<file path="src/hdl/lane_test_pkg.sv">
package lane_test_pkg;

   // Lane structure.
   localparam int NUM_LANES    = 16;
   localparam int OCTET_W      = 8;
   localparam int LANE_BUS_W   = NUM_LANES * OCTET_W;
   localparam int PRBS_W       = 31;

   // APB register byte offsets.
   localparam logic [11:0] CTRL_OFFSET   = 12'h000;
   localparam logic [11:0] CFG_OFFSET    = 12'h004;
   localparam logic [11:0] STATUS_OFFSET = 12'h008;

   // Reset values.
   localparam logic [31:0] CTRL_RESET    = 32'h0000_0000;
   localparam logic [31:0] CFG_RESET     = 32'h0000_0000;
   localparam logic [9:0]  FPMF_RESET    = 10'h020;

   // Test pattern selection codes.
   localparam logic [3:0] SEL_NORMAL = 4'h0;
   localparam logic [3:0] SEL_PRBS7  = 4'h1;
   localparam logic [3:0] SEL_PRBS9  = 4'h2;
   localparam logic [3:0] SEL_PRBS15 = 4'h3;
   localparam logic [3:0] SEL_PRBS23 = 4'h4;
   localparam logic [3:0] SEL_PRBS31 = 4'h5;
   localparam logic [3:0] SEL_CLOCK  = 4'h6;
   localparam logic [3:0] SEL_RAMP   = 4'h7;

   // Feedback taps: y[n] = y[n-a] xor y[n-b].
   localparam int PRBS7_TAP_A  = 6;
   localparam int PRBS7_TAP_B  = 7;
   localparam int PRBS9_TAP_A  = 5;
   localparam int PRBS9_TAP_B  = 9;
   localparam int PRBS15_TAP_A = 14;
   localparam int PRBS15_TAP_B = 15;
   localparam int PRBS23_TAP_A = 18;
   localparam int PRBS23_TAP_B = 23;
   localparam int PRBS31_TAP_A = 28;
   localparam int PRBS31_TAP_B = 31;

   // Clock pattern word: eight ones then eight zeros.
   localparam logic [15:0] CLOCK_WORD = 16'hff00;

   // Lane counts per link configuration mode.
   localparam logic [15:0] LANES_2_MASK  = 16'h0101;
   localparam logic [15:0] LANES_4_MASK  = 16'h0303;
   localparam logic [15:0] LANES_6_MASK  = 16'h0707;
   localparam logic [15:0] LANES_8_MASK  = 16'h0f0f;
   localparam logic [15:0] LANES_16_MASK = 16'hffff;

   typedef struct packed {
      logic [23:0] unused;
      logic [3:0]  test_pattern_select;
      logic        reserved;
      logic        sync_hdr_fec;
      logic        enc_64b66b;
      logic        link_enable;
   } ctrl_reg_type;

   typedef struct packed {
      logic [13:0] unused;
      logic [9:0]  frames_per_mf;
      logic [1:0]  reserved;
      logic [5:0]  link_config_mode;
   } cfg_reg_type;

endpackage

</file>
<file path="src/hdl/serial_lane_test_pattern_gen.sv">
`timescale 1ns/1ps

module serial_lane_test_pattern_gen
   import lane_test_pkg::*;
(
   // Clock and reset.
   input  wire logic                  pclk,
   input  wire logic                  presetn,
   // APB slave.
   input  wire logic                  psel,
   input  wire logic                  penable,
   input  wire logic                  pwrite,
   input  wire logic [11:0]           paddr,
   input  wire logic [31:0]           pwdata,
   output logic      [31:0]           prdata,
   output logic                       pready,
   output logic                       pslverr,
   // Device pin.
   input  wire logic                  power_down_pin,
   // Link layer status.
   input  wire logic                  ila_done,
   input  wire logic                  serdes_init_done,
   // Formatter samples.
   input  wire logic [LANE_BUS_W-1:0] fmt_data,
   // Lane data towards link layer or serializer.
   output logic      [LANE_BUS_W-1:0] lane_data,
   output logic                       lane_valid,
   output logic                       link_bypass,
   output logic      [NUM_LANES-1:0]  lane_power_en,
   output logic      [NUM_LANES-1:0]  lane_driver_en,
   output logic                       sync_hdr_fec
);

   ////////////////////////////////////////////////////////////////////////
   // PRBS step: advances one generator by eight bits, first bit in bit 7.

   function automatic logic [PRBS_W+OCTET_W-1:0] prbs_step(input logic [PRBS_W-1:0] state_in,
                                                         input logic [3:0]        sel);
      logic [PRBS_W-1:0]  s;
      logic [OCTET_W-1:0] o;
      logic               b;
      s = state_in;
      o = '0;
      for (int k = 0; k < OCTET_W; k++) begin
         unique case (sel)
            SEL_PRBS7:  b = s[PRBS7_TAP_A-1] ^ s[PRBS7_TAP_B-1];
            SEL_PRBS9:  b = s[PRBS9_TAP_A-1] ^ s[PRBS9_TAP_B-1];
            SEL_PRBS15: b = s[PRBS15_TAP_A-1] ^ s[PRBS15_TAP_B-1];
            SEL_PRBS23: b = s[PRBS23_TAP_A-1] ^ s[PRBS23_TAP_B-1];
            default:    b = s[PRBS31_TAP_A-1] ^ s[PRBS31_TAP_B-1];
         endcase
         s = {s[PRBS_W-2:0], b};
         o[OCTET_W-1-k] = b;
      end
      return {s, o};
   endfunction

   ////////////////////////////////////////////////////////////////////////
   // Registers and state.

   typedef enum logic [1:0] {
      RAMP_IDLE,
      RAMP_WAIT,
      RAMP_RUN
   } ramp_state_type;

   ctrl_reg_type          ctrl_ff;
   cfg_reg_type           cfg_ff;
   logic [31:0]           prdata_ff;
   logic                  pready_ff;
   logic                  pslverr_ff;
   logic                  pd_meta_ff;
   logic                  pd_sync_ff;
   logic [3:0]            active_sel_ff;
   ramp_state_type        ramp_state_ff;
   ramp_state_type        nxt_ramp_state;
   logic [9:0]            oct_cnt_ff;
   logic [9:0]            nxt_oct_cnt;
   logic                  clk_phase_ff;
   logic [LANE_BUS_W-1:0] lane_data_ff;
   logic [LANE_BUS_W-1:0] nxt_lane_data;
   logic                  lane_valid_ff;
   logic                  nxt_lane_valid;
   logic                  link_bypass_ff;
   logic [NUM_LANES-1:0]  lane_power_en_ff;
   logic [NUM_LANES-1:0]  lane_driver_en_ff;
   logic                  sync_hdr_fec_ff;

   ////////////////////////////////////////////////////////////////////////
   // APB decode.

   wire       apb_access = psel & penable;
   wire       apb_answer = apb_access & ~pready_ff;
   wire       apb_done   = apb_access & pready_ff;
   wire       hit_ctrl   = (paddr == CTRL_OFFSET);
   wire       hit_cfg    = (paddr == CFG_OFFSET);
   wire       hit_status = (paddr == STATUS_OFFSET);
   wire       hit_any    = hit_ctrl | hit_cfg | hit_status;
   wire       wr_ctrl    = apb_done & pwrite & hit_ctrl;
   wire       wr_cfg     = apb_done & pwrite & hit_cfg;
   wire       ramp_run   = (ramp_state_ff == RAMP_RUN);

   wire [31:0] status_word = {24'h000000, active_sel_ff, 2'h0, ramp_run, pd_sync_ff};
   wire [31:0] rd_word     = hit_ctrl ? ctrl_ff :
                             hit_cfg  ? cfg_ff  :
                             hit_status ? status_word : 32'h0000_0000;

   // Writes to the status word are ignored; only unmapped addresses fail.
   always_ff @(posedge pclk or negedge presetn) begin
      if (!presetn) begin
         pready_ff  <= 1'b0;
         prdata_ff  <= 32'h0000_0000;
         pslverr_ff <= 1'b0;
      end else begin
         pready_ff  <= apb_answer;
         prdata_ff  <= (apb_answer & ~pwrite) ? rd_word : 32'h0000_0000;
         pslverr_ff <= apb_answer & ~hit_any;
      end
   end

   always_ff @(posedge pclk or negedge presetn) begin
      if (!presetn) begin
         ctrl_ff <= CTRL_RESET;
         cfg_ff  <= {CFG_RESET[31:18], FPMF_RESET, CFG_RESET[7:0]};
      end else begin
         if (wr_ctrl) begin
            ctrl_ff <= {24'h000000, pwdata[7:4], 1'b0, pwdata[2:0]};
         end
         if (wr_cfg) begin
            cfg_ff <= {14'h0000, pwdata[17:8], 2'h0, pwdata[5:0]};
         end
      end
   end

   ////////////////////////////////////////////////////////////////////////
   // Power-down pin synchroniser.

   always_ff @(posedge pclk or negedge presetn) begin
      if (!presetn) begin
         pd_meta_ff <= 1'b0;
         pd_sync_ff <= 1'b0;
      end else begin
         pd_meta_ff <= power_down_pin;
         pd_sync_ff <= pd_meta_ff;
      end
   end

   ////////////////////////////////////////////////////////////////////////
   // Pattern selection is taken only while the link is down.

   always_ff @(posedge pclk or negedge presetn) begin
      if (!presetn) begin
         active_sel_ff <= SEL_NORMAL;
      end else if (!ctrl_ff.link_enable) begin
         active_sel_ff <= ctrl_ff.test_pattern_select;
      end
   end

   wire sel_prbs  = (active_sel_ff >= SEL_PRBS7) && (active_sel_ff <= SEL_PRBS31);
   wire sel_clock = (active_sel_ff == SEL_CLOCK);
   wire sel_ramp  = (active_sel_ff == SEL_RAMP);
   wire running   = ctrl_ff.link_enable & ~pd_sync_ff;

   ////////////////////////////////////////////////////////////////////////
   // Ramp sequencer.

   wire ramp_start = ctrl_ff.enc_64b66b ? serdes_init_done : ila_done;
   wire [9:0] last_oct = (cfg_ff.frames_per_mf == 10'h000) ? 10'h000 : cfg_ff.frames_per_mf - 10'h001;

   always_comb begin
      nxt_ramp_state = ramp_state_ff;
      nxt_oct_cnt    = oct_cnt_ff;
      unique case (ramp_state_ff)
         RAMP_IDLE: begin
            nxt_oct_cnt = 10'h000;
            if (running && sel_ramp) begin
               nxt_ramp_state = RAMP_WAIT;
            end
         end
         RAMP_WAIT: begin
            if (!running || !sel_ramp) begin
               nxt_ramp_state = RAMP_IDLE;
            end else if (ramp_start) begin
               nxt_ramp_state = RAMP_RUN;
            end
         end
         RAMP_RUN: begin
            if (!running || !sel_ramp) begin
               nxt_ramp_state = RAMP_IDLE;
            end else if (oct_cnt_ff >= last_oct) begin
               nxt_oct_cnt = 10'h000;
            end else begin
               nxt_oct_cnt = oct_cnt_ff + 10'h001;
            end
         end
      endcase
   end

   always_ff @(posedge pclk or negedge presetn) begin
      if (!presetn) begin
         ramp_state_ff <= RAMP_IDLE;
         oct_cnt_ff    <= 10'h000;
      end else begin
         ramp_state_ff <= nxt_ramp_state;
         oct_cnt_ff    <= nxt_oct_cnt;
      end
   end

   ////////////////////////////////////////////////////////////////////////
   // Clock pattern phase: alternates upper and lower half of the word.

   always_ff @(posedge pclk or negedge presetn) begin
      if (!presetn) begin
         clk_phase_ff <= 1'b0;
      end else begin
         clk_phase_ff <= (running && sel_clock) ? ~clk_phase_ff : 1'b0;
      end
   end

   wire [OCTET_W-1:0] clock_octet = clk_phase_ff ? CLOCK_WORD[7:0] : CLOCK_WORD[15:8];

   ////////////////////////////////////////////////////////////////////////
   // Per-lane generators.

   genvar lane;
   generate
      for (lane = 0; lane < NUM_LANES; lane++) begin : g_lane
         localparam logic [PRBS_W-1:0] SEED = PRBS_W'(lane + 1);
         logic [PRBS_W-1:0]         prbs_ff;
         logic [PRBS_W+OCTET_W-1:0] step;
         logic [OCTET_W-1:0]        octet;

         assign step = prbs_step(prbs_ff, active_sel_ff);

         // Nonzero distinct seeds give each lane its own phase of the sequence.
         always_ff @(posedge pclk or negedge presetn) begin
            if (!presetn) begin
               prbs_ff <= SEED;
            end else if (running && sel_prbs) begin
               prbs_ff <= step[PRBS_W+OCTET_W-1:OCTET_W];
            end else begin
               prbs_ff <= SEED;
            end
         end

         assign octet = sel_prbs  ? step[OCTET_W-1:0] :
                        sel_clock ? clock_octet :
                        sel_ramp  ? oct_cnt_ff[7:0] :
                        fmt_data[lane*OCTET_W +: OCTET_W];
         assign nxt_lane_data[lane*OCTET_W +: OCTET_W] = running ? octet : '0;
      end
   endgenerate

   assign nxt_lane_valid = running & (sel_ramp ? ramp_run : 1'b1);

   ////////////////////////////////////////////////////////////////////////
   // Lane power map from link configuration mode.

   logic [NUM_LANES-1:0] mode_mask;

   always_comb begin
      unique case (cfg_ff.link_config_mode)
         6'd32, 6'd33:        mode_mask = LANES_6_MASK;
         6'd34, 6'd35, 6'd37: mode_mask = LANES_4_MASK;
         6'd38, 6'd39, 6'd56: mode_mask = LANES_2_MASK;
         6'd27:               mode_mask = LANES_16_MASK;
         default:             mode_mask = LANES_8_MASK;
      endcase
   end

   ////////////////////////////////////////////////////////////////////////
   // Output registers.

   always_ff @(posedge pclk or negedge presetn) begin
      if (!presetn) begin
         lane_data_ff      <= '0;
         lane_valid_ff     <= 1'b0;
         link_bypass_ff    <= 1'b0;
         lane_power_en_ff  <= '0;
         lane_driver_en_ff <= '0;
         sync_hdr_fec_ff   <= 1'b0;
      end else begin
         lane_data_ff      <= nxt_lane_data;
         lane_valid_ff     <= nxt_lane_valid;
         link_bypass_ff    <= sel_prbs | sel_clock;
         lane_power_en_ff  <= mode_mask;
         lane_driver_en_ff <= pd_sync_ff ? '0 : mode_mask;
         sync_hdr_fec_ff   <= ctrl_ff.sync_hdr_fec;
      end
   end

   assign prdata         = prdata_ff;
   assign pready         = pready_ff;
   assign pslverr        = pslverr_ff;
   assign lane_data      = lane_data_ff;
   assign lane_valid     = lane_valid_ff;
   assign link_bypass    = link_bypass_ff;
   assign lane_power_en  = lane_power_en_ff;
   assign lane_driver_en = lane_driver_en_ff;
   assign sync_hdr_fec   = sync_hdr_fec_ff;

endmodule

</file>
<file path="config.mk">
export PLATFORM = sky130hd
export DESIGN_NAME = serial_lane_test_pattern_gen
export DESIGN_NICKNAME = d
export VERILOG_FILES = /design/src/hdl/lane_test_pkg.sv /design/src/hdl/serial_lane_test_pattern_gen.sv
export SDC_FILE = /design/constraint.sdc
export NUM_CORES = 1
export LEC_CHECK = 0
export ABC_AREA = 1
export BUFFER_PORTS_ARGS = -buffer_cell sky130_fd_sc_hd__buf_2
export CORE_ASPECT_RATIO = 0.8
export CORE_MARGIN = 1
export CORE_UTILIZATION = 25
export CTS_CLUSTER_SIZE = 12
export DETAILED_ROUTE_END_ITERATION = 6
export PLACE_DENSITY = 0.48
export SLEW_MARGIN = 20
export SYNTH_ARGS = -nofsm -noshare
export SYNTH_HDL_FRONTEND = slang
export SYNTH_SLANG_ARGS = --single-unit
</file>
<file path="constraint.sdc">
create_clock -name pclk -period 7.91 [get_ports pclk]
set_clock_uncertainty 0.05 [all_clocks]
set_input_delay 0.3955 -clock pclk [delete_from_list [all_inputs] [get_ports pclk]]
set_output_delay 0.3955 -clock pclk [all_outputs]
set_load 0.05 [all_outputs]
</file>
==> flow_summary.json, run 1 <==
{
  "ys.flop_type": "dfrtp_1",
  "drt_iter0_markers": 3002,
  "rr_worst_depth": 13,
  "holdWs_ns": 0.0538,
  "numCtsBuffers": 84,
  "path_max_fanout": 40,
  "period_needed_ns": 3.77,
  "worstPathArrival_ns": 4.30,
  "hpwl_microns": 93300,
  "setup.worst_path.start": "active_sel_ff[2]",
  "status": "completed",
  "post-route-util_pct": 30.2,
  "fp.dieH_microns": 346,
  "drtPass1Iterations": 7,
  "async_flop_share_pct": 100,
  "hold_viol": 0,
  "synth_area_per_cell_sq_um": 7.55,
  "grt_max_degree": 158,
  "slowest_stage": "buf_4",
  "postCtsResizedCells": 0,
  "rrSetupSlack_ns": 4.14,
  "nNetsFinal": 5417,
  "path_delay_family": "simple AND/OR/NAND/NOR gates",
  "root_buffer": "clkbuf_16",
  "crit_buf_inv": 3,
  "clock_sinks": 699,
  "die-area_sq_um": 149000,
  "io_pins": 377,
  "antenna_left": 0,
  "antenna_found_initial": 10,
  "routed_wl_microns": 137000,
  "timing.rr.end": "lane_data[113]",
  "fillers": 15800,
  "viasPerCell": 4.57,
  "dp_slack_ns": 4.10,
  "tightest_slew_ns": 1.11,
  "path_cells": "inv_1 -> nor2_2 -> nand2_4 -> nand2_4 -> inv_6 -> buf_4 -> nand3_1 -> nand2_1 -> nand2_1 -> nand3_1 -> nand3_1 -> nand3_1 -> nand2_1",
  "place.gp.congestion": 0.889,
  "synthTopCellsByArea": "dfrtp_1, nand2_1, nor2_1, inv_1, nand3_1",
  "yosysSeqAreaShare_pct": 47.5,
  "cts_tree": "yes",
  "path_clk_slew_ns": 0.06,
  "ys_types": 51,
  "cp-endpoint": "lane_data[113]",
  "vdd_ir_drop_max_uv": 145,
  "final.period_utilization_pct": 47.7,
  "crit-reg2reg-launch": "active_sel_ff[2]",
  "critPathKind": "flip-flop to flip-flop",
  "portBuffers": 348,
  "grt_pass1_wl_microns": 207000,
  "setup_violations": 0,
  "p_leak_nw": 21.1,
  "startpoint_type": "flip-flop",
  "layout-drive-gt1-share_pct": 13.1,
  "maxCapViolCount": 0,
  "coreArea_sq_um": 146000,
  "critPathMostFrequentCell": "nand3_1",
  "setup_ws_ns": 4.14,
  "avgRoutedWirePerCell_microns": 18.9,
  "crit_path_end_kind": "flip-flop",
  "cp_data_required_time_ns": 8.43,
  "power_density_nw_per_um2": 177,
  "p_total_mw": 7.79,
  "worstSkewPairLatency_ns": 0.72,
  "cts_max_path_buffers": 3,
  "cp.depth": 13,
  "postSynthCellCount": 4883,
  "synth.largest_area_cell": "dfrtp_1",
  "fmax_ghz": 0.265,
  "track_usage_pct": 18.2,
  "h-tree-depth": 3,
  "drc": 0,
  "cts_setup_buffers": 0,
  "route.vias.total": 33200,
  "slew_headroom_pct": 25.0,
  "initial_utilization_pct": 25.3,
  "synth_top_area_share_pct": 45.1,
  "holdBufCountCts": 89,
  "die-width_microns": 431,
  "ys.warnings.count": 0,
  "crit_path_max_incr_delay_ns": 0.56,
  "fin_tns_setup_ns": 0,
  "std_cell_rows": 125,
  "first_global_vias": 32400,
  "rsz0062_at_grt": "false",
  "synth-edff-count": 0,
  "area_growth_pct": 19.5,
  "gr-total-overflow": 0,
  "min_path_type": "input port to flip-flop",
  "ys_ff_latch": 699,
  "synth_area_sq_um": 36900,
  "slew_viol_final": 0
}
-- report_power, final --
| part | leakage [nW] | internal (mW) | switching, mW |
|---|---|---|---|
| Sequential | 9.55 | 3.58 | 0.00160 |
| Clock | 1.36 | 2.26 | 1.70 |
| Combinational | 10.1 | 0.0909 | 0.150 |
| Total | 21.1 | 5.93 | 1.85 |
-- placed cells by master (no fill, tap or decap), types with 14 or more instances in the layout --
master / count
inv_1: 568
or2_2: 90
o21ai_0: 241
conb_1: 15
dfrtp_1: 665
clkbuf_1: 25
nor3_1: 26
clkbuf_16: 84
nand3_1: 256
a31oi_1: 21
clkinv_2: 16
dfstp_2: 34
nor2_1: 841
buf_4: 36
clkbuf_8: 15
a311oi_1: 21
dlygate4sd3_1: 89
o22ai_1: 85
xnor2_1: 139
buf_2: 347
o221ai_1: 14
a21oi_1: 214
o2bb2ai_1: 15
xor2_1: 65
o21ai_1: 18
ha_1: 16
nand2_1: 1201
-- synth_stat cells (8+ instances only) --
| library cell | n |
|---|---|
| a21oi_1 | 214 |
| xor2_1 | 65 |
| clkbuf_1 | 72 |
| dfrtp_1 | 665 |
| a311oi_1 | 21 |
| o21ai_1 | 18 |
| dfstp_2 | 34 |
| buf_1 | 12 |
| o22ai_1 | 85 |
| a211oi_1 | 8 |
| nand4_1 | 11 |
| buf_2 | 106 |
| o221ai_1 | 14 |
| nor3_1 | 26 |
| a31oi_1 | 21 |
| xnor2_1 | 139 |
| nor4_1 | 11 |
| o2bb2ai_1 | 15 |
| nand3_1 | 257 |
| ha_1 | 16 |
| buf_4 | 45 |
| or2_2 | 90 |
| inv_1 | 570 |
| nor2_1 | 844 |
| o21ai_0 | 241 |
| nand2_1 | 1203 |
| o2111ai_1 | 12 |
-- metal layers --
| layer | global-route usage [%] | share of wire (%) |
|---|---|---|
| met5 | 0 | 0.045 |
| met4 | 6.89 | 3.8 |
| met3 | 2.79 | 4.8 |
| met2 | 29.1 | 47 |
| met1 | 24.6 | 44 |
-- per-stage QoR --
stage | cells | cell area, sq um
2_1_floorplan | 4896 | 36900
3_3_place_gp | 7014 | 40400
3_5_place_dp | 7014 | 40400
4_1_cts | 7260 | 44100
5_1_grt | 7263 | 44100
6_report | 7264 | 44100
-- final cells by class --
type	count	area, sq um	share of cell area [%]
tap	1968	2460	5.59
clock inverter	33	394	0.894
sequential	699	17500	39.8
timing repair buffer	481	3070	6.97
multi-input combinational	3380	16000	36.4
inverter	575	2170	4.92
clock buffer	124	2400	5.45
antenna	4	10.0	0.0227
-- worst reg2reg max path: cells and delay by family (launching register included) --
kind                   cells  cell delay (ns)
buffers and inverters      3             1.13
AND/OR/NAND/NOR           10             2.03
flip-flops                 1             0.43
-- sequential cells by signal (all words and copies together) (netlist names), 2 cells and up --
register	cells
prdata	18
oct_cnt_ff	10
g_lane.prbs_ff	496
lane_power_en	5
lane_driver_en	5
cfg_ff	16
ctrl_ff	7
lane_data	128
active_sel_ff	4
ramp_state_ff	2
-- kinds of logic after synthesis --
| family | Yosys count | share of synthesized area [%] |
|---|---|---|
| xor+xnor | 204 | 4.84 |
| flops | 699 | 47.5 |
| fa+ha+maj | 16 | 0.543 |
| buf+inv | 817 | 9.28 |
| compound gates | 682 | 10.7 |
| simple gates | 2460 | 27.0 |
| mux | 3 | 0.0916 |
| other cells | 2 | 0.0204 |
-- worst min-delay path by stage --
| stage | from | to | slack (ns) | cells after the start |
|---|---|---|---|---|
| after floorplan | presetn | active_sel_ff[0] | 0.05 | 0 |
| after global placement | pd_meta_ff | pd_sync_ff | 0.29 | 0 |
| after detailed placement | pd_meta_ff | pd_sync_ff | 0.29 | 0 |
| after CTS | fmt_data[76] | lane_data[76] | 0.0002 | 4 |
| after global routing | fmt_data[125] | lane_data[125] | 0.02 | 4 |
| final | fmt_data[29] | lane_data[29] | 0.05 | 4 |
(Power assumes the default switching activity.)
==> inputs of run 2 (changes only) <==
--- a/config.mk
+++ b/config.mk
@@ -12,7 +12,7 @@
 export CORE_UTILIZATION = 25
 export CTS_CLUSTER_SIZE = 12
 export DETAILED_ROUTE_END_ITERATION = 6
-export PLACE_DENSITY = 0.48
+export PLACE_DENSITY = 0.5
 export SLEW_MARGIN = 20
 export SYNTH_ARGS = -nofsm -noshare
 export SYNTH_HDL_FRONTEND = slang
==> constraint.sdc (replaced) <==
create_clock -name pclk -period 3.2 [get_ports pclk]
set_clock_uncertainty 0.05 [all_clocks]
set_input_delay 0.16 -clock pclk [delete_from_list [all_inputs] [get_ports pclk]]
set_output_delay 0.16 -clock pclk [all_outputs]
set_load 0.05 [all_outputs]
==> flow_summary.json, run 2 (synthesized netlist as in run 1, its figures left out) <==
{
  "fillers": 15700,
  "cp_data_required_time_ns": 3.67,
  "layout_commonest_cell": "nand2_1",
  "slew_viol_final": 0,
  "coreArea_sq_um": 146000,
  "layout-drive-gt1-share_pct": 14.4,
  "min_path_type": "input port to flip-flop",
  "numCtsBuffers": 85,
  "die-area_sq_um": 149000,
  "largest_register_ffs": 496,
  "h-tree-depth": 3,
  "antenna_found_initial": 6,
  "path_clk_slew_ns": 0.06,
  "path_delay_family": "simple AND/OR/NAND/NOR gates",
  "initial_utilization_pct": 25.3,
  "gr-total-overflow": 0,
  "min_to": "lane_data[39]",
  "worstSkewPairLatency_ns": 0.70,
  "p_leak_nw": 21.9,
  "rrSetupSlack_ns": 0.37,
  "most-common-layout-cells": "nand2_1, nor2_1, dfrtp_1",
  "maxCapViolCount": 0,
  "startpoint_type": "flip-flop",
  "std_cell_rows": 125,
  "portBuffers": 348,
  "cts_setup_buffers": 0,
  "fmax_ghz": 0.353,
  "grt_max_degree": 115,
  "path_max_fanout": 14,
  "grt_pass1_wl_microns": 208000,
  "largest_register": "g_lane.prbs_ff",
  "hpwl_microns": 98500,
  "critPathMostFrequentCell": "nand2_1",
  "cts_tree": "yes",
  "io_pins": 377,
  "antenna_left": 0,
  "die-width_microns": 431,
  "period_needed_ns": 2.83,
  "hp-start": "fmt_data[39]",
  "worstPathArrival_ns": 3.30,
  "postCtsResizedCells": 0,
  "rsz0062_at_grt": "false",
  "power_density_nw_per_um2": 438,
  "hold_depth": 4,
  "route.vias.total": 33800,
  "root_buffer": "clkbuf_16",
  "area_growth_pct": 24.5,
  "avgRoutedWirePerCell_microns": 18.5,
  "tightest_slew_ns": 0.971,
  "crit_path_end_kind": "flip-flop",
  "status": "completed",
  "drt_iter0_markers": 3014,
  "fin_tns_setup_ns": 0,
  "drtPass1Iterations": 6,
  "nNetsFinal": 5565,
  "viasPerCell": 4.56,
  "path_cells": "nand2_1 -> inv_1 -> nand2_2 -> buf_12 -> a21oi_1 -> nor2_1 -> nand2_1 -> nand2_1 -> nand2_1 -> nand3_1 -> nand3_1 -> nand2_1 -> nand2_1",
  "routed_wl_microns": 137000,
  "clock_sinks": 699,
  "vdd_ir_drop_max_uv": 377,
  "place.gp.congestion": 0.919,
  "slowest_stage": "nand2_2",
  "fp.dieH_microns": 346,
  "rr_worst_depth": 13,
  "setup_violations": 0,
  "crit-reg2reg-launch": "active_sel_ff[0]",
  "crit_path_max_incr_delay_ns": 0.54,
  "hold_viol": 0,
  "crit_buf_inv": 2,
  "track_usage_pct": 18.1,
  "slew_headroom_pct": 35.1,
  "final.period_utilization_pct": 88.4,
  "critPathKind": "flip-flop to flip-flop",
  "first_global_vias": 32900,
  "cts_max_path_buffers": 3,
  "holdWs_ns": 0.0312,
  "drc": 0,
  "timing.rr.end": "lane_data[120]"
}
-- run 2: cell types whose count changed in the layout (fill, tap and decap cells not counted), sizes merged --
cell	change
bufinv	+10
diode	-1
dlygate4sd3	+60
clkinv	+1
inv	-3
buf	+87
clkbuf	-7
-- run 2: power by group --
group | switching [mW] | total, mW | internal [mW]
combinational | 0.394 | 0.678 | 0.284
clock | 4.22 | 10.6 | 6.37
sequential | 0.00364 | 8.85 | 8.85
total | 4.62 | 20.1 | 15.5
-- run 2: repair_timing --
item | in CTS | in global routing
endpoints found under the setup margin | 0 | 0
hold endpoints to repair | 642 | 0
hold buffers | 150 | 0
-- run 2: final cells by class --
cell class                      count  area (sq um)  share of cell area (%)
Clock inverter                     41           727                    1.58
Multi-Input combinational cell   3380         16000                    34.9
Clock buffer                      117          2360                    5.13
Tap cell                         1968          2460                    5.36
Timing Repair Buffer              628          4610                    10.0
Sequential cell                   699         17500                    38.2
Antenna cell                        3          7.51                  0.0164
Inverter                          575          2170                    4.73
-- run 2: worst max path at each step --
stage                     start        endpoint  slack (ns)  cells after the start
4_1_cts        active_sel_ff[0]  lane_data[120]        0.32                     13
5_1_grt        active_sel_ff[3]   lane_data[25]        0.13                     12
3_5_place_dp   active_sel_ff[0]  lane_data[120]        0.38                     13
6_report       active_sel_ff[0]  lane_data[120]        0.37                     13
2_1_floorplan         cfg_ff[8]   oct_cnt_ff[9]        0.64                     14
3_3_place_gp   active_sel_ff[0]  lane_data[120]        0.44                     13
-- run 2: worst min-delay path, delay by kind of cell --
family                 cells  cell delay [ns]
buffers and inverters      1             0.15
AOI/OAI and AO/OA          2             0.27
and+or+nand+nor            1             0.12
-- run 2: metal layers --
| metal | wire length, microns | global-route usage (%) |
|---|---|---|
| met3 | 6620 | 2.44 |
| met4 | 5500 | 7.35 |
| met5 | 13 | 0 |
| met1 | 61000 | 24.4 |
| met2 | 64000 | 29.2 |
-- run 2: per-stage QoR --
| stage | area (sq um) | setup WS [ns] | power (mW) | instances | util (%) |
|---|---|---|---|---|---|
| after global routing | 45900 | 0.132 | 20.8 | 7410 | 31.5 |
| after floorplan | 36900 | 0.636 | 9.20 | 4896 | - |
| after global placement | 41300 | 0.445 | 9.56 | 7100 | 28.4 |
| after CTS | 45900 | 0.320 | 20.4 | 7408 | 31.5 |
| final | 45900 | 0.371 | 20.1 | 7411 | 31.5 |
| after detailed placement | 41300 | 0.375 | 9.56 | 7100 | 28.4 |
